## src/rtl/rac_map.vh

```
// Register offsets, field positions and reset values of the alarm and power control block
`ifndef RAC_MAP_VH
`define RAC_MAP_VH
`define RAC_OFF_WINDOW 4'h0
`define RAC_OFF_ALARM_CFG 4'h1
`define RAC_OFF_CAL 4'h2
`define RAC_OFF_CTRL 4'h3
`define RAC_OFF_ALARM_SECMIN 4'h4
`define RAC_OFF_ALARM_HRWD 4'h5
`define RAC_OFF_ALARM_DAYMTH 4'h6
`define RAC_OFF_STATUS 4'h7
`define RAC_BIT_ALARM_ENABLE 15
`define RAC_BIT_REPEAT_FOREVER 14
`define RAC_MASK_HI 13
`define RAC_MASK_LO 10
`define RAC_CTRL_CLOCK_ENABLE 0
`define RAC_CTRL_WRITE_ENABLE 1
`define RAC_CTRL_OUTPUT_ENABLE 2
`define RAC_CTRL_SEL_LO 3
`define RAC_CTRL_POWER_ENABLE 5
`define RAC_CTRL_POLARITY 6
`define RAC_SEL_POWER 2'h3
`define RAC_SAMPLE_ALWAYS 8'hff
`define RAC_RESET_WORD 16'h0000
`define RAC_CAL_MULT 4
`endif

```

## src/rtl/rac_alarm_power.v

```verilog
// Alarm engine, calibration step, alarm pulse and power control window sequencer
`timescale 1ns/1ps
`default_nettype none
`include "rac_map.vh"
module rac_alarm_power #(
	parameter ADDR_W = 4
) (
	// Clock and reset
	input wire clock_in,
	input wire rst_b_in,
	// Register port
	input wire [ADDR_W-1:0] addr_in,
	input wire [15:0] wdata_in,
	input wire wr_in,
	input wire rd_in,
	output reg [15:0] rdata_out,
	// Time base from the counters
	input wire [7:0] now_sec_in,
	input wire [7:0] now_min_in,
	input wire [7:0] now_hour_in,
	input wire [2:0] now_wday_in,
	input wire [7:0] now_day_in,
	input wire [7:0] now_month_in,
	input wire half_sec_tick_in,
	input wire sec_tick_in,
	input wire window_clk_in,
	// Wake-up events from the external device (pin)
	input wire wake_event_in,
	// Outputs
	output reg alarm_irq_out,
	output reg alarm_pulse_out,
	output reg cal_adjust_out,
	output reg [9:0] cal_amount_out,
	output reg wake_out,
	output reg power_pin_out,
	output reg power_pin_oe_out
);
	// Software visible registers
	reg [15:0] window_q;
	reg [15:0] alarm_cfg_q;
	reg [7:0] cal_q;
	reg [6:0] ctrl_q;
	reg [15:0] al_secmin_q;
	reg [15:0] al_hrwd_q;
	reg [15:0] al_daymth_q;
	// Pin synchronisers and edge history
	reg [2:0] wclk_sync_q;
	reg [1:0] wake_sync_q;
	// Window sequencer
	localparam ST_IDLE = 3'b001;
	localparam ST_STAB = 3'b010;
	localparam ST_SAMP = 3'b100;
	reg [2:0] state_q;
	reg [7:0] win_cnt_q;
	reg match_prev_q;
	reg [15:0] rd_mux;
	wire write_enable = ctrl_q[`RAC_CTRL_WRITE_ENABLE];
	wire clock_enable = ctrl_q[`RAC_CTRL_CLOCK_ENABLE];
	wire power_ctl_enable = ctrl_q[`RAC_CTRL_POWER_ENABLE];
	wire power_ctl_polarity = ctrl_q[`RAC_CTRL_POLARITY];
	wire alarm_enable = alarm_cfg_q[`RAC_BIT_ALARM_ENABLE];
	wire repeat_forever = alarm_cfg_q[`RAC_BIT_REPEAT_FOREVER];
	wire [3:0] alarm_mask = alarm_cfg_q[`RAC_MASK_HI:`RAC_MASK_LO];
	wire [7:0] stab_len = window_q[15:8];
	wire [7:0] samp_len = window_q[7:0];
	// Power control active only with every gate set
	wire pwc_on = clock_enable & power_ctl_enable & ctrl_q[`RAC_CTRL_OUTPUT_ENABLE] &
		(ctrl_q[`RAC_CTRL_SEL_LO+1:`RAC_CTRL_SEL_LO] == `RAC_SEL_POWER);
	// Rising edge of the synchronised window clock; first stage not read here
	wire wtick = wclk_sync_q[1] & ~wclk_sync_q[2];

	// Week and day both extend the daily match; month also needs the day
	// Compare digits under the mask; returns 1 when selected digits agree
	function digits_match;
		input [3:0] mask;
		input [15:0] a_sm, a_hw, a_dm;
		input [7:0] s, m, h;
		input [2:0] w;
		input [7:0] d, mo;
		reg ss, s1, mm, m1, hh, ww, dd, mt;
		begin
			s1 = (a_sm[3:0] == s[3:0]);
			ss = s1 & (a_sm[6:4] == s[6:4]);
			m1 = ss & (a_sm[11:8] == m[3:0]);
			mm = m1 & (a_sm[14:12] == m[6:4]);
			hh = mm & (a_hw[5:0] == h[5:0]);
			ww = hh & (a_hw[10:8] == w);
			dd = hh & (a_dm[5:0] == d[5:0]);
			mt = dd & (a_dm[12:8] == mo[4:0]);
			case (mask)
				4'h2: digits_match = s1;
				4'h3: digits_match = ss;
				4'h4: digits_match = m1;
				4'h5: digits_match = mm;
				4'h6: digits_match = hh;
				4'h7: digits_match = ww;
				4'h8: digits_match = dd;
				4'h9: digits_match = mt;
				default: digits_match = 1'b1;
			endcase
		end
	endfunction

	// Match is taken at the tick the mask asks for, once per equal interval
	wire raw_match = digits_match(alarm_mask, al_secmin_q, al_hrwd_q, al_daymth_q,
		now_sec_in, now_min_in, now_hour_in, now_wday_in, now_day_in, now_month_in);
	wire tick = (alarm_mask == 4'h0) ? half_sec_tick_in : sec_tick_in;
	// From mask 2 up only the first second of a matching span fires, so coarse masks do not repeat
	wire fire_ok = (alarm_mask < 4'h2) ? 1'b1 : ~match_prev_q;
	wire alarm_evt = alarm_enable & clock_enable & tick & raw_match & fire_ok;
	wire reg_wr_ok = wr_in & write_enable;
	// Software keeps calibration writes off the quarter-minute seconds; not policed here

	// Pin synchronisers
	// Third window stage only keeps history for the edge; logic never reads stage one
	always @(posedge clock_in) begin
		if (!rst_b_in) begin
			wclk_sync_q <= 3'h0;
			wake_sync_q <= 2'h0;
		end else begin
			wclk_sync_q <= {wclk_sync_q[1:0], window_clk_in};
			wake_sync_q <= {wake_sync_q[0], wake_event_in};
		end
	end

	// Register writes and hardware updates of the alarm configuration
	always @(posedge clock_in) begin
		if (!rst_b_in) begin
			window_q <= `RAC_RESET_WORD;
			alarm_cfg_q <= `RAC_RESET_WORD;
			cal_q <= 8'h00;
			ctrl_q <= 7'h00;
			al_secmin_q <= `RAC_RESET_WORD;
			al_hrwd_q <= `RAC_RESET_WORD;
			al_daymth_q <= `RAC_RESET_WORD;
			match_prev_q <= 1'b0;
		end else begin
			// History moves only on ticks, so a held time cannot retrigger
			if (tick)
				match_prev_q <= raw_match;
			if (wr_in && addr_in == `RAC_OFF_CTRL)
				ctrl_q <= wdata_in[6:0];
			if (wr_in && addr_in == `RAC_OFF_CAL)
				cal_q <= wdata_in[7:0];
			// Window timers need the write enable bit
			if (reg_wr_ok && addr_in == `RAC_OFF_WINDOW)
				window_q <= wdata_in;
			// Alarm value registers also gated by the write enable bit
			// Unused digit bits are dropped so they read back as zero
			if (reg_wr_ok && addr_in == `RAC_OFF_ALARM_SECMIN)
				al_secmin_q <= wdata_in & 16'h7f7f;
			if (reg_wr_ok && addr_in == `RAC_OFF_ALARM_HRWD)
				al_hrwd_q <= wdata_in & 16'h073f;
			if (reg_wr_ok && addr_in == `RAC_OFF_ALARM_DAYMTH)
				al_daymth_q <= wdata_in & 16'h1f3f;
			// Alarm event outranks a software write in the same cycle
			if (alarm_evt) begin
				if (alarm_cfg_q[7:0] != 8'h00)
					alarm_cfg_q[7:0] <= alarm_cfg_q[7:0] - 8'h01;
				else if (repeat_forever)
					alarm_cfg_q[7:0] <= 8'hff;
				else
					alarm_cfg_q[`RAC_BIT_ALARM_ENABLE] <= 1'b0;
			end else if (wr_in && addr_in == `RAC_OFF_ALARM_CFG) begin
				alarm_cfg_q <= wdata_in & 16'hfcff;
			end
		end
	end

	// Interrupt, alarm pulse and calibration step
	always @(posedge clock_in) begin
		if (!rst_b_in) begin
			alarm_irq_out <= 1'b0;
			alarm_pulse_out <= 1'b0;
			cal_adjust_out <= 1'b0;
			cal_amount_out <= 10'h000;
		end else begin
			alarm_irq_out <= alarm_evt;
			if (alarm_evt)
				alarm_pulse_out <= ~alarm_pulse_out;
			// Adjust applied on the minute rollover; amount is sign-extended times four
			cal_adjust_out <= clock_enable & sec_tick_in & (now_sec_in == 8'h00) &
				(cal_q != 8'h00);
			// Times four is a two-bit shift; ten bits keep the sign of the value
			cal_amount_out <= {cal_q, 2'b00};
		end
	end

	// Window sequencer: stability, then sample, each counted in window clocks
	always @(posedge clock_in) begin
		if (!rst_b_in) begin
			state_q <= ST_IDLE;
			win_cnt_q <= 8'h00;
		end else if (!pwc_on) begin
			// Losing any gate drops to idle; a cut window is not resumed
			state_q <= ST_IDLE;
			win_cnt_q <= 8'h00;
		end else if (alarm_evt) begin
			// Each alarm restarts from the stability window, or from the sample window when stab_len is zero
			if (stab_len != 8'h00) begin
				state_q <= ST_STAB;
				win_cnt_q <= stab_len;
			end else if (samp_len != 8'h00) begin
				state_q <= ST_SAMP;
				win_cnt_q <= samp_len;
			end else begin
				state_q <= ST_IDLE;
			end
		end else begin
			case (state_q)
				ST_STAB: begin
					if (wtick) begin
						if (win_cnt_q == 8'h01) begin
							state_q <= (samp_len != 8'h00) ? ST_SAMP : ST_IDLE;
							win_cnt_q <= samp_len;
						end else begin
							win_cnt_q <= win_cnt_q - 8'h01;
						end
					end
				end
				ST_SAMP: begin
					// All ones holds the window open
					if (wtick && samp_len != `RAC_SAMPLE_ALWAYS) begin
						if (win_cnt_q == 8'h01)
							state_q <= ST_IDLE;
						else
							win_cnt_q <= win_cnt_q - 8'h01;
					end
				end
				ST_IDLE: state_q <= ST_IDLE;
				default: state_q <= ST_IDLE;
			endcase
		end
	end

	// Sample window open, also always-open code regardless of enable
	wire samp_open = (state_q == ST_SAMP) | (samp_len == `RAC_SAMPLE_ALWAYS);
	wire pwr_active = pwc_on & (state_q != ST_IDLE);

	// Pin drive and wake-up gating
	always @(posedge clock_in) begin
		if (!rst_b_in) begin
			power_pin_out <= 1'b0;
			power_pin_oe_out <= 1'b0;
			wake_out <= 1'b0;
		end else begin
			power_pin_out <= pwr_active ^ ~power_ctl_polarity;
			// Idle level is the inverse of the active level, so the switch stays off
			// Enable follows the gating only; with active low the pad may run open drain
			power_pin_oe_out <= pwc_on;
			wake_out <= wake_sync_q[1] & samp_open;
		end
	end

	// Read mux; unmapped addresses read zero
	// Status shows the sequencer state and count for debug
	always @* begin
		case (addr_in)
			`RAC_OFF_WINDOW: rd_mux = window_q;
			`RAC_OFF_ALARM_CFG: rd_mux = alarm_cfg_q;
			`RAC_OFF_CAL: rd_mux = {8'h00, cal_q};
			`RAC_OFF_CTRL: rd_mux = {9'h000, ctrl_q};
			`RAC_OFF_ALARM_SECMIN: rd_mux = al_secmin_q;
			`RAC_OFF_ALARM_HRWD: rd_mux = al_hrwd_q;
			`RAC_OFF_ALARM_DAYMTH: rd_mux = al_daymth_q;
			`RAC_OFF_STATUS: rd_mux = {5'h00, state_q, win_cnt_q};
			default: rd_mux = 16'h0000;
		endcase
	end

	// Read data one cycle after the strobe, zero otherwise
	always @(posedge clock_in) begin
		if (!rst_b_in)
			rdata_out <= 16'h0000;
		else
			rdata_out <= rd_in ? rd_mux : 16'h0000;
	end
endmodule
`default_nettype wire

```

## config.mk

```make
export PLATFORM = sky130hd
export DESIGN_NAME = rac_alarm_power
export DESIGN_NICKNAME = d
export VERILOG_FILES = /design/src/rtl/rac_alarm_power.v
export VERILOG_INCLUDE_DIRS = /design/src /design/src/rtl
export SDC_FILE = /design/constraint.sdc
export NUM_CORES = 1
export LEC_CHECK = 0
export BUFFER_PORTS_ARGS = -buffer_cell sky130_fd_sc_hd__buf_4
export CORE_ASPECT_RATIO = 0.9
export CORE_UTILIZATION = 50
export DETAILED_ROUTE_END_ITERATION = 6
export PLACE_DENSITY = 0.79
export SYNTH_ARGS = -nofsm -noshare
export SYNTH_HDL_FRONTEND = slang
export SYNTH_SLANG_ARGS = --single-unit
```

## constraint.sdc

```tcl
create_clock -name clock_in -period 3.45 [get_ports clock_in]
set_clock_uncertainty 0.15 [all_clocks]
set_input_delay 0.5175 -clock clock_in [delete_from_list [all_inputs] [get_ports clock_in]]
set_output_delay 0.5175 -clock clock_in [all_outputs]
set_load 0.02 [all_outputs]
```

Word level (Yosys, flattened, before mapping)
Cells that the tools add are included.
{ "word_totals": {"out_inout_bits": 32, "regBits": 128, "mem_count": 0, "input_bits": 71, "rom_bits": 0, "latchBits": 0, "wordCells": 144, "mem_bits_rw": 0} }
{ "classes": {"div": 0, "n_addsub": 2, "order_cmp": 1, "bitwise_logic": 28, "reduce_logical": 24, "n_mux": 27, "eq_ne": 39, "n_mul": 0, "shifts": 0} }
{ "ops": {"columns": ["operator", "count"], "rows": [
  ["case mux 16 bit (8 select lines)", 1],
  ["two-way mux 8 bit", 10],
  ["== test 4 x 3 -> 1 bit, second input constant", 8],
  ["nonzero test 8 bit", 4],
  ["AND 1 bit", 21],
  ["two-way mux 3 bit", 7],
  ["== test 4 x 2 -> 1 bit, second input constant", 4],
  ["two-way mux 16 bit", 1],
  ["case mux 8 bit (2 select lines)", 1],
  ["subtractor 8 x 1 -> 8 bit, second input constant", 2],
  ["!= test 3 bit, second input constant", 5],
  ["== test 6 bit", 2],
  ["== test 3 bit", 3],
  ["== test 4 bit", 2],
  ["== test 4 bit, second input constant", 2],
  ["== test 8 x 1 -> 1 bit, second input constant", 1],
  ["== test 8 bit, second input constant", 1],
  ["logical AND 1 bit", 8],
  ["zero test 4 bit", 2],
  ["zero test 8 bit", 1],
  ["!= test 8 bit, second input constant", 1],
  ["case mux 1 bit (8 select lines)", 1],
  ["AND reduction 2 bit", 4],
  ["!= test 3 x 1 -> 1 bit, second input constant", 2],
  ["18 further kinds", 27]
]} }

Depth between registers and ports, before layout
Gate-level depths: netlist of the first run.
{ "logic_depth": {"depth_word": 12, "ltp_mapped": 12, "depth_no_buf": 9} }

Worst setup path before layout of the first run
OpenSTA, ideal clock, no wires.
{ "synth_timing": {"path_kind": "input port to flip-flop", "startpoint": "input port now_min_in[4]", "endpoint": "register win_cnt_q[7]", "cell_stages": 10, "setup_slack_ps": 800, "setup_time_ps": 120, "required_ps": 3180, "t_arrival_ps": 2380, "n_path_buf": 2, "path_cell_list": "xnor2_1 -> nand3_1 -> or4_1 -> a311oi_2 -> o31a_1 -> buf_6 -> mux2_4 -> buf_6 -> o21ai_0 -> nor2_1"} }
{ "synth_via": {"elab_chain_len": 10, "word_cells_on_any_way": 16, "classes_between": "eq/ne (5); mux (2); bitwise (7); reduce/logical (2)"} }
{ "synth_lines": {"columns": ["item", "line_no", "text"], "rows": [
  ["from (decl)", "rac_alarm_power.v:19", "input wire [7:0] now_min_in,"],
  ["== test 3 bit *", "rac_alarm_power.v:85", "mm = m1 & (a_sm[14:12] == m[6:4]);"],
  ["AND 1 bit *", "rac_alarm_power.v:85", null],
  ["AND 1 bit", "rac_alarm_power.v:86", "hh = mm & (a_hw[5:0] == h[5:0]);"],
  ["AND 1 bit", "rac_alarm_power.v:88", "dd = hh & (a_dm[5:0] == d[5:0]);"],
  ["AND 1 bit", "rac_alarm_power.v:89", "mt = dd & (a_dm[12:8] == mo[4:0]);"],
  ["case mux 1 bit (8 select lines) *", "rac_alarm_power.v:90", "case (mask)"],
  ["AND 1 bit * (2 in a row)", "rac_alarm_power.v:110", "wire alarm_evt = alarm_enable & clock_enable & tick & raw_match & fire_ok;"],
  ["!= test 3 x 1 -> 1 bit (no line), or another cell as far along", null, null],
  ["AND reduction 5 bit (no line)", null, null],
  ["to (signal assigned)", "rac_alarm_power.v:202", "win_cnt_q <= stab_len;"],
  ["to (signal assigned)", "rac_alarm_power.v:205", "win_cnt_q <= samp_len;"],
  ["to (signal assigned)", "rac_alarm_power.v:215", "win_cnt_q <= samp_len;"],
  ["to (decl)", "rac_alarm_power.v:54", "reg [7:0] win_cnt_q;"]
]} }
Mark *: on every way between the ends. The rest lies on a longest branch, timed or not.
A chain may end at the register's enable or synchronous reset.

Worst setup path after layout of the first run
{ "layout_timing": {"startpoint": "register alarm_cfg_q[11]", "endpoint": "register win_cnt_q[7]"} }
{ "layout_via": {"elab_chain_len": 7, "word_cells_on_any_way": 23, "classes_between": "order compare (1); eq/ne (12); mux (4); bitwise (3); reduce/logical (3)"} }
{ "layout_lines": {"columns": ["item", "line_no", "text"], "rows": [
  ["from (decl)", "rac_alarm_power.v:40", "reg [15:0] alarm_cfg_q;"],
  ["from (signal assigned)", "rac_alarm_power.v:130", "alarm_cfg_q <= `RAC_RESET_WORD;"],
  ["from (signal assigned)", "rac_alarm_power.v:165", "alarm_cfg_q <= wdata_in & 16'hfcff;"],
  ["parallel branches: the longest is 4 deep, another holds case mux 1 bit (8 select lines)", null, null],
  ["AND 1 bit *", "rac_alarm_power.v:110", null],
  ["!= test 3 x 1 -> 1 bit (no line), or another cell as far along", null, null],
  ["AND reduction 5 bit (no line)", null, null]
]} }
Mark *: on every way between the ends.

==> results of run 1 <==
==> cells in the final DEF, fill, tap and decap left out, types with 3 or more instances in the layout <==
cell type,count
sky130_fd_sc_hd__nor2b_1,19
sky130_fd_sc_hd__inv_1,10
sky130_fd_sc_hd__nand4_1,5
sky130_fd_sc_hd__xnor2_1,25
sky130_fd_sc_hd__o21a_1,3
sky130_fd_sc_hd__o311ai_0,6
sky130_fd_sc_hd__buf_4,103
sky130_fd_sc_hd__nand2_1,135
sky130_fd_sc_hd__nand2b_1,10
sky130_fd_sc_hd__a222oi_1,5
sky130_fd_sc_hd__clkinv_4,3
sky130_fd_sc_hd__and3_1,6
sky130_fd_sc_hd__a221oi_1,7
sky130_fd_sc_hd__and2_1,16
sky130_fd_sc_hd__clkbuf_16,17
sky130_fd_sc_hd__o31ai_1,3
sky130_fd_sc_hd__dfxtp_1,126
sky130_fd_sc_hd__a22oi_1,26
sky130_fd_sc_hd__clkinv_2,3
sky130_fd_sc_hd__nand3b_1,7
sky130_fd_sc_hd__o21ai_1,3
sky130_fd_sc_hd__nand3_1,26
sky130_fd_sc_hd__nor4b_1,3
sky130_fd_sc_hd__bufinv_16,4
sky130_fd_sc_hd__a21oi_1,18
sky130_fd_sc_hd__ha_1,4
sky130_fd_sc_hd__mux2_2,4
sky130_fd_sc_hd__nor2_1,44
sky130_fd_sc_hd__a21boi_0,59
sky130_fd_sc_hd__o21ai_0,10
sky130_fd_sc_hd__a31oi_1,14
sky130_fd_sc_hd__nor4_1,9
sky130_fd_sc_hd__xor2_1,20
sky130_fd_sc_hd__mux2i_1,21
sky130_fd_sc_hd__nor3_1,18
==> registers in the layout, indices dropped and copies added, names as in the netlist, 2 cells and up <==
signal,count
rdata_out,16
window_q,16
al_secmin_q,14
alarm_cfg_q,14
al_daymth_q,11
al_hrwd_q,9
cal_amount_out,8
cal_q,8
win_cnt_q,8
ctrl_q,7
state_q,3
wclk_sync_q,3
wake_sync_q,2
==> routing by layer <==
metal | track usage | wire [um] | vias up
met5 | 0 | 0 | -
met4 | 0.119 | 462 | 0
met3 | 0.0657 | 1620 | 42
met2 | 0.483 | 8800 | 314
met1 | 0.384 | 7860 | 2775
li1 | - | - | 2724
==> per-stage QoR <==
step | instance area [um2] | hold slack, ns
2_1_floorplan | 6170 | 0.262
3_3_place_gp | 6970 | 0.271
3_5_place_dp | 6970 | 0.270
4_1_cts | 7610 | 0.0940
5_1_grt | 7610 | 0.0902
6_report | 7610 | 0.0987
==> worst paths after layout <==
check        slack (ns)                         to                          from  depth (start not counted)
max                0.49  win_cnt_q[7]$_SDFFE_PN0P_  alarm_cfg_q[11]$_SDFFE_PN0P_                          9
min                 0.1  cal_adjust_out$_SDFF_PN0_                 now_sec_in[7]                          2
max reg2reg        0.49  win_cnt_q[7]$_SDFFE_PN0P_  alarm_cfg_q[11]$_SDFFE_PN0P_                          9
min reg2reg        0.28  wclk_sync_q[1]$_SDFF_PN0_     wclk_sync_q[0]$_SDFF_PN0_                          1
==> critical path: cells and delay by family, from the launching register on <==
kind                   cells  cell delay, ns
AOI/OAI and AO/OA          4            0.89
muxes                      1            0.39
DFF                        1            0.41
and+or+nand+nor            3            0.79
buffers and inverters      1            0.20
==> power by group through the flow <==
stage | registers (mW) | clock network (mW) | logic, mW
after global placement | 1.51 | 0 | 0.210
final | 1.48 | 1.91 | 0.220
after floorplan | 1.50 | 0 | 0.107
after global routing | 1.48 | 2.00 | 0.233
after CTS | 1.48 | 1.93 | 0.216
after detailed placement | 1.51 | 0 | 0.215
==> cell type report <==
| class | count | area [um2] | area share |
|---|---|---|---|
| clock buffers | 19 | 453 | 0.0595 |
| repair buffers | 104 | 793 | 0.104 |
| multi-input cells | 553 | 3410 | 0.449 |
| flip-flops and latches | 126 | 2520 | 0.332 |
| clock inverters | 13 | 186 | 0.0245 |
| well taps | 160 | 200 | 0.0263 |
| inverters | 10 | 37.5 | 0.00494 |
==> logic make-up (layout without fill, tap and decap cells) <==
logic type	Yosys count	in the layout
other	1	2
multiplexers	27	27
buffers and inverters	52	146
AND/OR/NAND/NOR	307	307
adder cells (fa/ha/maj)	4	4
AO/OA/AOI/OAI	168	168
flip-flops	126	126
XOR/XNOR	45	45
==> metrics.md, run 1 <==
| Metric | Value |
|---|---|
| Global route overflow | `0` |
| Detail-routed net length per standard cell | `19.0 um` |
| Path type of the worst setup path | `flop to flop` |
| Width of the die | `119 um` |
| Hold-fix buffers at CTS | `0` |
| Share of flip-flops with an asynchronous set or reset after synthesis | `0` |
| Max capacitance violation total | `0` |
| Clock-pin slew on the worst setup and hold paths | `0.06 ns` |
| Starting density of the core | `0.513` |
| Logic pwr share | `0.061` |
| Clock tree from TritonCTS | `built` |
| Number of global-route vias before repair | `5,425` |
| Layout cell share with drive strength beyond 1 | `0.179` |
| Count of antenna diodes in the layout | `0` |
| Number of synthesized register bits | `126` |
| Count of unresolved DRC violations after routing | `0` |
| Max stage delay cell, worst path | `sky130_fd_sc_hd__or3b_1` |
| Placement-stage worst setup slack | `0.388 ns` |
| Max Root-Sink Buffers | `2` |
| Post-synthesis share of cell area spent on xor and xnor gates | `0.0639` |
| Number of buffer cells added on primary ports | `92` |
| Worst Setup Start Kind | `flop` |
| Area of the die | `12,800 um2` |
| Switching power summed over all nets | `0.793 mW` |
| Power density over the cells | `475 nW/um2` |
| Global placer's final weighted congestion | `0.968` |
| CTS root buf | `sky130_fd_sc_hd__clkbuf_16` |
| Overall routing resource usage | `0.297` |
| Post-Syn Area | `6170 um2` |
| Antenna violations before repair | `0` |
| Count of cell types in the netlist | `56` |
| Most used flip-flop cell after synthesis | `sky130_fd_sc_hd__dfxtp_1` |
| Aggregate routed wire length | `18,700 um` |
| Total Nets Final | `887` |
| Area added between synthesis and finish | `23.4%` |
| First-pass DRT Iterations | `6` |
| Least-Margin Pin Slew | `0.846 ns` |
| Crit path arrival time | `3.12 ns` |
| Post-detail-place hpwl | `13,300 um` |
| Power share of the clock group | `0.530` |
| Number of clock buffers inserted by TritonCTS | `17` |
| Synthesis Warnings | `0` |
| Maximum frequency from static timing analysis | `338 MHz` |
| Boundary pin count | `103` |
| Setup repair bufs after CTS | `0` |
| Cell count after placement | `953` |
| Outcome | `complete, no violations` |
| Number of nets with antenna violations after detailed routing | `0` |
| Violation count after the first detailed-route iteration | `610` |
| Unrepaired setup endpoints after global routing | `no` |
| Final std cells w/o fill | `985` |
| Worst vdd ir | `0.368 mV` |
| Synthesized-area fraction occupied by ao, oa, aoi and oai cells | `0.200` |
| Required time of the critical path | `3.61 ns` |
| Slowest Stage Delay on Critical Path | `0.45 ns` |
| Insertion delay of the later-clocked pin in the worst-skew pair | `0.43 ns` |
| Max FO, Critical Path | `27` |
| Setup Viol. Count Final | `0` |
| Utilization after layout | `0.632` |
| Via-per-instance ratio | `5.94` |
| Count of fill cells added during filler insertion | `1,004` |
| Share of the clock period used by the worst path after layout | `0.858` |
| Least setup slack across all paths after layout | `0.490 ns` |
| Cell type with the highest aggregate area in the netlist | `sky130_fd_sc_hd__dfxtp_1` |
| Worst min-delay path class | `input port to flop` |
| Proportion of total power due to net switching | `0.220` |
| Period minus WS final | `2.96 ns` |
| Number of placement rows | `38` |
| Portion of the post-synthesis area used by sequential elements | `0.409` |
| Floorplan Core Area | `12,000 um2` |
| Overall Power | `3.61 mW` |
| Number of levels in the clock H-tree | `4` |
| Simple logic cell fraction of the synthesized area | `0.234` |
| Hold violation total from the final report | `0` |
| Library cell with the highest instance count after synthesis | `sky130_fd_sc_hd__nand2_1` |
| Area share of the largest cell type after synthesis | `0.409` |
| Adder-cell share of the synthesized area | `0.00812` |
| Cell chain of the critical path | `or3b_1 -> nor4_1 -> a22oi_1 -> a311oi_2 -> o31a_1 -> buf_12 -> mux2_4 -> o21ai_0 -> nor2_1` |
| CP endpoint kind | `flop` |
| Multiplexer share of the synthesized area | `0.0461` |
| Count of flip-flops with a built-in enable after synthesis | `0` |
| Most area-consuming cells after synthesis | `sky130_fd_sc_hd__dfxtp_1 41%, sky130_fd_sc_hd__nand2_1 8.2%, sky130_fd_sc_hd__a21boi_0 7.2%, sky130_fd_sc_hd__xnor2_1 3.6%, sky130_fd_sc_hd__mux2i_1 3.4%` |
| Routed via count | `5,855` |
| Largest family of logic cells by synthesized area | `simple AND/OR/NAND/NOR gates` |
| Synth Instances | `730` |
| Register share of total power | `0.409` |
| Global-route wire length before repair | `28,700 um` |
| Pint | `2.82 mW` |
| Pleak | `2.91 nW` |
| Number of pins with negative max-slew slack in the final report | `0` |
| Slew HR | `0.434` |
| Average cell area after synthesis | `8.45 um2` |
| Maximum number of pins on one net before global-route repair | `97` |
| Vertical die dimension | `107 um` |
| Final setup TNS | `0 ns` |
| CTS sink count | `126` |
| # resized after CTS | `0` |
| Most used standard cells in the synthesized netlist | `135 x sky130_fd_sc_hd__nand2_1, 126 x sky130_fd_sc_hd__dfxtp_1, 59 x sky130_fd_sc_hd__a21boi_0` |
Power figures use the tool's default switching activity.
==> inputs of run 2 (changes only) <==
--- a/config.mk
+++ b/config.mk
@@ -8,9 +8,10 @@
 export LEC_CHECK = 0
 export BUFFER_PORTS_ARGS = -buffer_cell sky130_fd_sc_hd__buf_4
 export CORE_ASPECT_RATIO = 0.9
-export CORE_UTILIZATION = 50
+export CORE_UTILIZATION = 56
 export DETAILED_ROUTE_END_ITERATION = 6
-export PLACE_DENSITY = 0.79
+export HOLD_SLACK_MARGIN = 0.1
+export PLACE_DENSITY = 0.86
 export SYNTH_ARGS = -nofsm -noshare
 export SYNTH_HDL_FRONTEND = slang
 export SYNTH_SLANG_ARGS = --single-unit
==> metrics.md, run 2 (synthesized netlist as in run 1, its figures left out) <==
| Metric | Value |
|---|---|
| Outcome | `complete, no violations` |
| Width of the die | `113 um` |
| Max stage delay cell, worst path | `sky130_fd_sc_hd__mux2i_2` |
| CTS root buf | `sky130_fd_sc_hd__clkbuf_16` |
| Overall routing resource usage | `0.340` |
| Pleak | `2.88 nW` |
| Slowest Stage Delay on Critical Path | `0.52 ns` |
| Global placer's final weighted congestion | `0.985` |
| Hold violation total from the final report | `0` |
| # resized after CTS | `0` |
| CTS sink count | `126` |
| Commonest non-fill, non-tap cells in the layout | `135 x sky130_fd_sc_hd__nand2_1, 126 x sky130_fd_sc_hd__dfxtp_1, 106 x sky130_fd_sc_hd__buf_4` |
| Required time of the critical path | `3.64 ns` |
| Global route overflow | `0` |
| Detail-routed net length per standard cell | `19.6 um` |
| Antenna violations before repair | `0` |
| Global-route wire length before repair | `29,500 um` |
| Number of pins with negative max-slew slack in the final report | `0` |
| Met1 routed wirelength after detailed routing | `7300 um` |
| Path type of the worst setup path | `flop to flop` |
| Number of nets with antenna violations after detailed routing | `0` |
| Boundary pin count | `103` |
| Maximum frequency from static timing analysis | `321 MHz` |
| Aggregate routed wire length | `18,700 um` |
| Layout cell share with drive strength beyond 1 | `0.177` |
| Number of buffers and inverters on the critical path | `0` |
| Setup repair bufs after CTS | `0` |
| Area added between synthesis and finish | `22.0%` |
| Wire length on met3 | `2310 um` |
| Registers with the highest flip-flop counts | `rdata_out x16, window_q x16` |
| Top layer used by detailed routing | `met4` |
| Total Nets Final | `889` |
| Most common cell after layout, fill and taps aside | `sky130_fd_sc_hd__nand2_1` |
| Share of the clock period used by the worst path after layout | `0.904` |
| Maximum number of pins on one net before global-route repair | `76` |
| Count of antenna diodes in the layout | `0` |
| Area of the die | `11,400 um2` |
| Clock-pin slew on the worst setup and hold paths | `0.06 ns` |
| Worst min-delay path class | `input port to flop` |
| Worst Setup Start Kind | `flop` |
| Count of unresolved DRC violations after routing | `0` |
| Number of placement rows | `35` |
| Max capacitance violation total | `0` |
| Delay-heaviest family, CP | `compound AO/OA/AOI/OAI gates` |
| Utilization after layout | `0.719` |
| Number of levels in the clock H-tree | `4` |
| Count of fill cells added during filler insertion | `778` |
| Power density over the cells | `465 nW/um2` |
| Least-Margin Pin Slew | `0.800 ns` |
| Insertion delay of the later-clocked pin in the worst-skew pair | `0.42 ns` |
| Worst vdd ir | `0.493 mV` |
| Setup Viol. Count Final | `0` |
| Floorplan Core Area | `10,500 um2` |
| Max FO, Critical Path | `9` |
| Crit path arrival time | `3.30 ns` |
| Number of clock buffers inserted by TritonCTS | `17` |
| Hold-fix buffers at CTS | `0` |
| Cell chain of the critical path | `or3b_1 -> nor4_1 -> a22oi_1 -> a311oi_2 -> o31a_1 -> mux2i_2 -> nand2_1 -> a31oi_1` |
| Routed via count | `5,958` |
| Placement-stage worst setup slack | `0.223 ns` |
| Vertical die dimension | `102 um` |
| Final setup TNS | `0 ns` |
| First-pass DRT Iterations | `6` |
| Number of global-route vias before repair | `5,605` |
| CP endpoint kind | `flop` |
| Starting density of the core | `0.589` |
| Post-detail-place hpwl | `13,100 um` |
| Period minus WS final | `3.12 ns` |
| Number of buffer cells added on primary ports | `92` |
| Slew HR | `0.465` |
| Clock tree from TritonCTS | `built` |
| Violation count after the first detailed-route iteration | `707` |
| Least setup slack across all paths after layout | `0.331 ns` |
| Unrepaired setup endpoints after global routing | `no` |
| Max Root-Sink Buffers | `2` |
| Length of routed met2 wiring | `8590 um` |
| Via-per-instance ratio | `6.24` |
run 2: metrics by stage:
step	instances	hold WS (ns)	instance area, um2	total power [mW]
after global placement	924	0.267	6930	1.72
after floorplan	731	0.262	6170	1.61
after CTS	955	0.106	7520	3.49
after global routing	955	0.112	7520	3.59
after detailed placement	924	0.275	6930	1.72
final	955	0.109	7520	3.50
run 2: per-layer routing:
metal	vias up	GRT usage
met1	2769	0.434
met3	58	0.0868
li1	2737	-
met2	394	0.551
met4	0	0.145
met5	-	0
run 2: power breakdown:
group	switching [mW]	total [mW]	internal (mW)	leakage, nW
registers	0.00953	1.48	1.47	1.02
clock network	0.650	1.80	1.15	0.279
logic	0.120	0.221	0.101	1.59
run 2: final timing paths:
| path | startpoint | end | slack [ns] | cells after the start |
|---|---|---|---|---|
| setup / recovery | alarm_cfg_q[11]$_SDFFE_PN0P_ | win_cnt_q[4]$_SDFFE_PN0P_ | 0.33 | 8 |
| hold / removal | now_sec_in[7] | cal_adjust_out$_SDFF_PN0_ | 0.11 | 2 |
| setup reg to reg | alarm_cfg_q[11]$_SDFFE_PN0P_ | win_cnt_q[4]$_SDFFE_PN0P_ | 0.33 | 8 |
| hold reg to reg | wclk_sync_q[0]$_SDFF_PN0_ | wclk_sync_q[1]$_SDFF_PN0_ | 0.28 | 1 |
run 2: final cells by class:
| cell class | instances | area (um2) | share of cell area |
|---|---|---|---|
| Multi-Input combinational cell | 553 | 3410 | 0.454 |
| Clock inverter | 10 | 140 | 0.0186 |
| Tap cell | 129 | 161 | 0.0215 |
| Sequential cell | 126 | 2520 | 0.335 |
| Inverter | 10 | 37.5 | 0.00499 |
| Clock buffer | 21 | 450 | 0.0599 |
| Timing Repair Buffer | 106 | 796 | 0.106 |
==> inputs of run 3 (changes only) <==
--- a/config.mk
+++ b/config.mk
@@ -6,7 +6,7 @@
 export SDC_FILE = /design/constraint.sdc
 export NUM_CORES = 1
 export LEC_CHECK = 0
-export BUFFER_PORTS_ARGS = -buffer_cell sky130_fd_sc_hd__buf_4
+export BUFFER_PORTS_ARGS = -buffer_cell sky130_fd_sc_hd__buf_2
 export CORE_ASPECT_RATIO = 0.9
 export CORE_UTILIZATION = 56
 export DETAILED_ROUTE_END_ITERATION = 6
==> metrics.md, run 3 (synthesized netlist as in run 1, its figures left out) <==
| Metric | Value |
|---|---|
| Share of the clock period used by the worst path after layout | `0.897` |
| CP endpoint kind | `flop` |
| Slew HR | `0.467` |
| Number of buffer cells added on primary ports | `92` |
| Most common cell after layout, fill and taps aside | `sky130_fd_sc_hd__nand2_1` |
| Global-route wire length before repair | `29,000 um` |
| Violation count after the first detailed-route iteration | `647` |
| Area of the die | `11,400 um2` |
| Hold violation total from the final report | `0` |
| Setup repair bufs after CTS | `0` |
| Maximum frequency from static timing analysis | `323 MHz` |
| Post-detail-place hpwl | `13,100 um` |
| Area added between synthesis and finish | `18.1%` |
| CTS sink count | `126` |
| Cell chain of the critical path | `xnor2_1 -> nand3_1 -> or4_1 -> a311oi_2 -> o31a_1 -> buf_12 -> mux2i_2 -> nand2_1 -> a31oi_1` |
| Count of fill cells added during filler insertion | `812` |
| Insertion delay of the later-clocked pin in the worst-skew pair | `0.42 ns` |
| Worst setup path start | `al_secmin_q[13]$_SDFFE_PN0P_` |
| Setup slack, reg-to-reg | `0.36 ns` |
| Worst vdd ir | `0.414 mV` |
| Count of unresolved DRC violations after routing | `0` |
| Registers with the highest flip-flop counts | `rdata_out x16, window_q x16` |
| Worst min-delay path class | `input port to flop` |
| Commonest non-fill, non-tap cells in the layout | `135 x sky130_fd_sc_hd__nand2_1, 126 x sky130_fd_sc_hd__dfxtp_1, 92 x sky130_fd_sc_hd__buf_2` |
| Proportion of total power due to net switching | `0.217` |
| Clock tree from TritonCTS | `built` |
| Maximum number of pins on one net before global-route repair | `62` |
| Area of the multi-input gates | `3410 um2` |
| Number of nets with antenna violations after detailed routing | `0` |
| Switching power summed over all nets | `0.758 mW` |
| CP Capture Point | `win_cnt_q[4]$_SDFFE_PN0P_` |
| Via-per-instance ratio | `6.32` |
| Max stage delay cell, worst path | `sky130_fd_sc_hd__or4_1` |
| Max capacitance violation total | `0` |
| Required time of the critical path | `3.65 ns` |
| Aggregate routed wire length | `18,600 um` |
| Max Root-Sink Buffers | `2` |
| Antenna violations before repair | `0` |
| Width of the die | `113 um` |
| Detail-routed net length per standard cell | `19.6 um` |
| Global placer's final weighted congestion | `0.971` |
| Total Nets Final | `886` |
| Crit path arrival time | `3.29 ns` |
| Number of global-route vias before repair | `5,686` |
| Worst Setup Start Kind | `flop` |
| Number of levels in the clock H-tree | `4` |
| Number of placement rows | `35` |
| Final setup TNS | `0 ns` |
| Global route overflow | `0` |
| Least-Margin Pin Slew | `0.797 ns` |
| Pint | `2.73 mW` |
| Utilization after layout | `0.696` |
| First-pass DRT Iterations | `6` |
| Register share of total power | `0.423` |
| Vertical die dimension | `102 um` |
| Outcome | `complete, no violations` |
| Seq. cell area | `2520 um2` |
| Overall Power | `3.49 mW` |
| Logic pwr share | `0.058` |
| Setup Viol. Count Final | `0` |
| Power share of the clock group | `0.519` |
| Floorplan Core Area | `10,500 um2` |
| Period minus WS final | `3.09 ns` |
| Max FO, Critical Path | `42` |
| CTS root buf | `sky130_fd_sc_hd__clkbuf_16` |
| R2r startpoint | `al_secmin_q[13]$_SDFFE_PN0P_` |
| Clock-pin slew on the worst setup and hold paths | `0.05 ns` |
| Hold-fix buffers at CTS | `0` |
| Starting density of the core | `0.589` |
| Count of antenna diodes in the layout | `0` |
| Number of pins with negative max-slew slack in the final report | `0` |
| Number of clock buffers inserted by TritonCTS | `17` |
| Path type of the worst setup path | `flop to flop` |
| Boundary pin count | `103` |
| Power density over the cells | `479 nW/um2` |
| Overall routing resource usage | `0.333` |
| Slowest Stage Delay on Critical Path | `0.62 ns` |
| Unrepaired setup endpoints after global routing | `no` |
| Pleak | `2.83 nW` |
| Routed via count | `6,012` |
| Depth of the most critical reg-to-reg path | `9` |
| # resized after CTS | `0` |
| Layout cell share with drive strength beyond 1 | `0.173` |
| End of the worst register-to-register path | `win_cnt_q[4]$_SDFFE_PN0P_` |
run 3: cell types whose count changed in the layout (fill, tap and decap cells not counted), sizes merged:
cell and delta:
clkinvlp -3, buf -3, clkbuf +3
run 3: area by class of cell:
| class | instances | share of cell area |
|---|---|---|
| Sequential cell | 126 | 0.346 |
| Clock buffer | 24 | 0.0662 |
| Multi-Input combinational cell | 553 | 0.469 |
| Clock inverter | 7 | 0.0151 |
| Inverter | 10 | 0.00515 |
| Tap cell | 129 | 0.0222 |
| Timing Repair Buffer | 103 | 0.0763 |
run 3: layer usage:
layer | part of all wire | routed length (um) | global-route usage
met1 | 0.38 | 7030 | 0.414
met2 | 0.46 | 8580 | 0.545
met3 | 0.12 | 2300 | 0.0904
met4 | 0.039 | 720 | 0.149
met5 | 0 | 0 | 0
run 3: critical path, delay by kind of cell (launching register included):
kind,cells,cell delay [ns]
xor+xnor,1,0.14
compound gates,3,0.67
flops,1,0.40
mux,1,0.48
simple gates,3,0.94
buf+inv,1,0.24
run 3: worst min path at each step:
stage          slack [ns]                   endpoint                 startpoint  depth (start not counted)
2_1_floorplan        0.26  wake_sync_q[1]$_SDFF_PN0_  wake_sync_q[0]$_SDFF_PN0_                          1
3_3_place_gp         0.27  wclk_sync_q[1]$_SDFF_PN0_  wclk_sync_q[0]$_SDFF_PN0_                          1
3_5_place_dp         0.27  wclk_sync_q[1]$_SDFF_PN0_  wclk_sync_q[0]$_SDFF_PN0_                          1
4_1_cts              0.11  cal_adjust_out$_SDFF_PN0_              now_sec_in[7]                          2
5_1_grt              0.12  cal_adjust_out$_SDFF_PN0_              now_sec_in[7]                          2
6_report             0.10  cal_adjust_out$_SDFF_PN0_              now_sec_in[7]                          2
run 3: through the flow:
step | instances | setup WS (ns) | instance area, um2 | hold WS (ns)
2_1_floorplan | 731 | 0.800 | 6170 | 0.262
3_3_place_gp | 921 | 0.324 | 6690 | 0.271
3_5_place_dp | 921 | 0.187 | 6690 | 0.274
4_1_cts | 952 | 0.394 | 7280 | 0.107
5_1_grt | 952 | 0.190 | 7280 | 0.123
6_report | 952 | 0.356 | 7280 | 0.104
run 3: power groups by stage:
stage | Combinational [mW] | Sequential (mW) | Clock, mW
3_3_place_gp | 0.187 | 1.51 | 0
6_report | 0.201 | 1.48 | 1.81
3_5_place_dp | 0.193 | 1.51 | 0
4_1_cts | 0.195 | 1.48 | 1.81
5_1_grt | 0.212 | 1.48 | 1.88
2_1_floorplan | 0.107 | 1.50 | 0
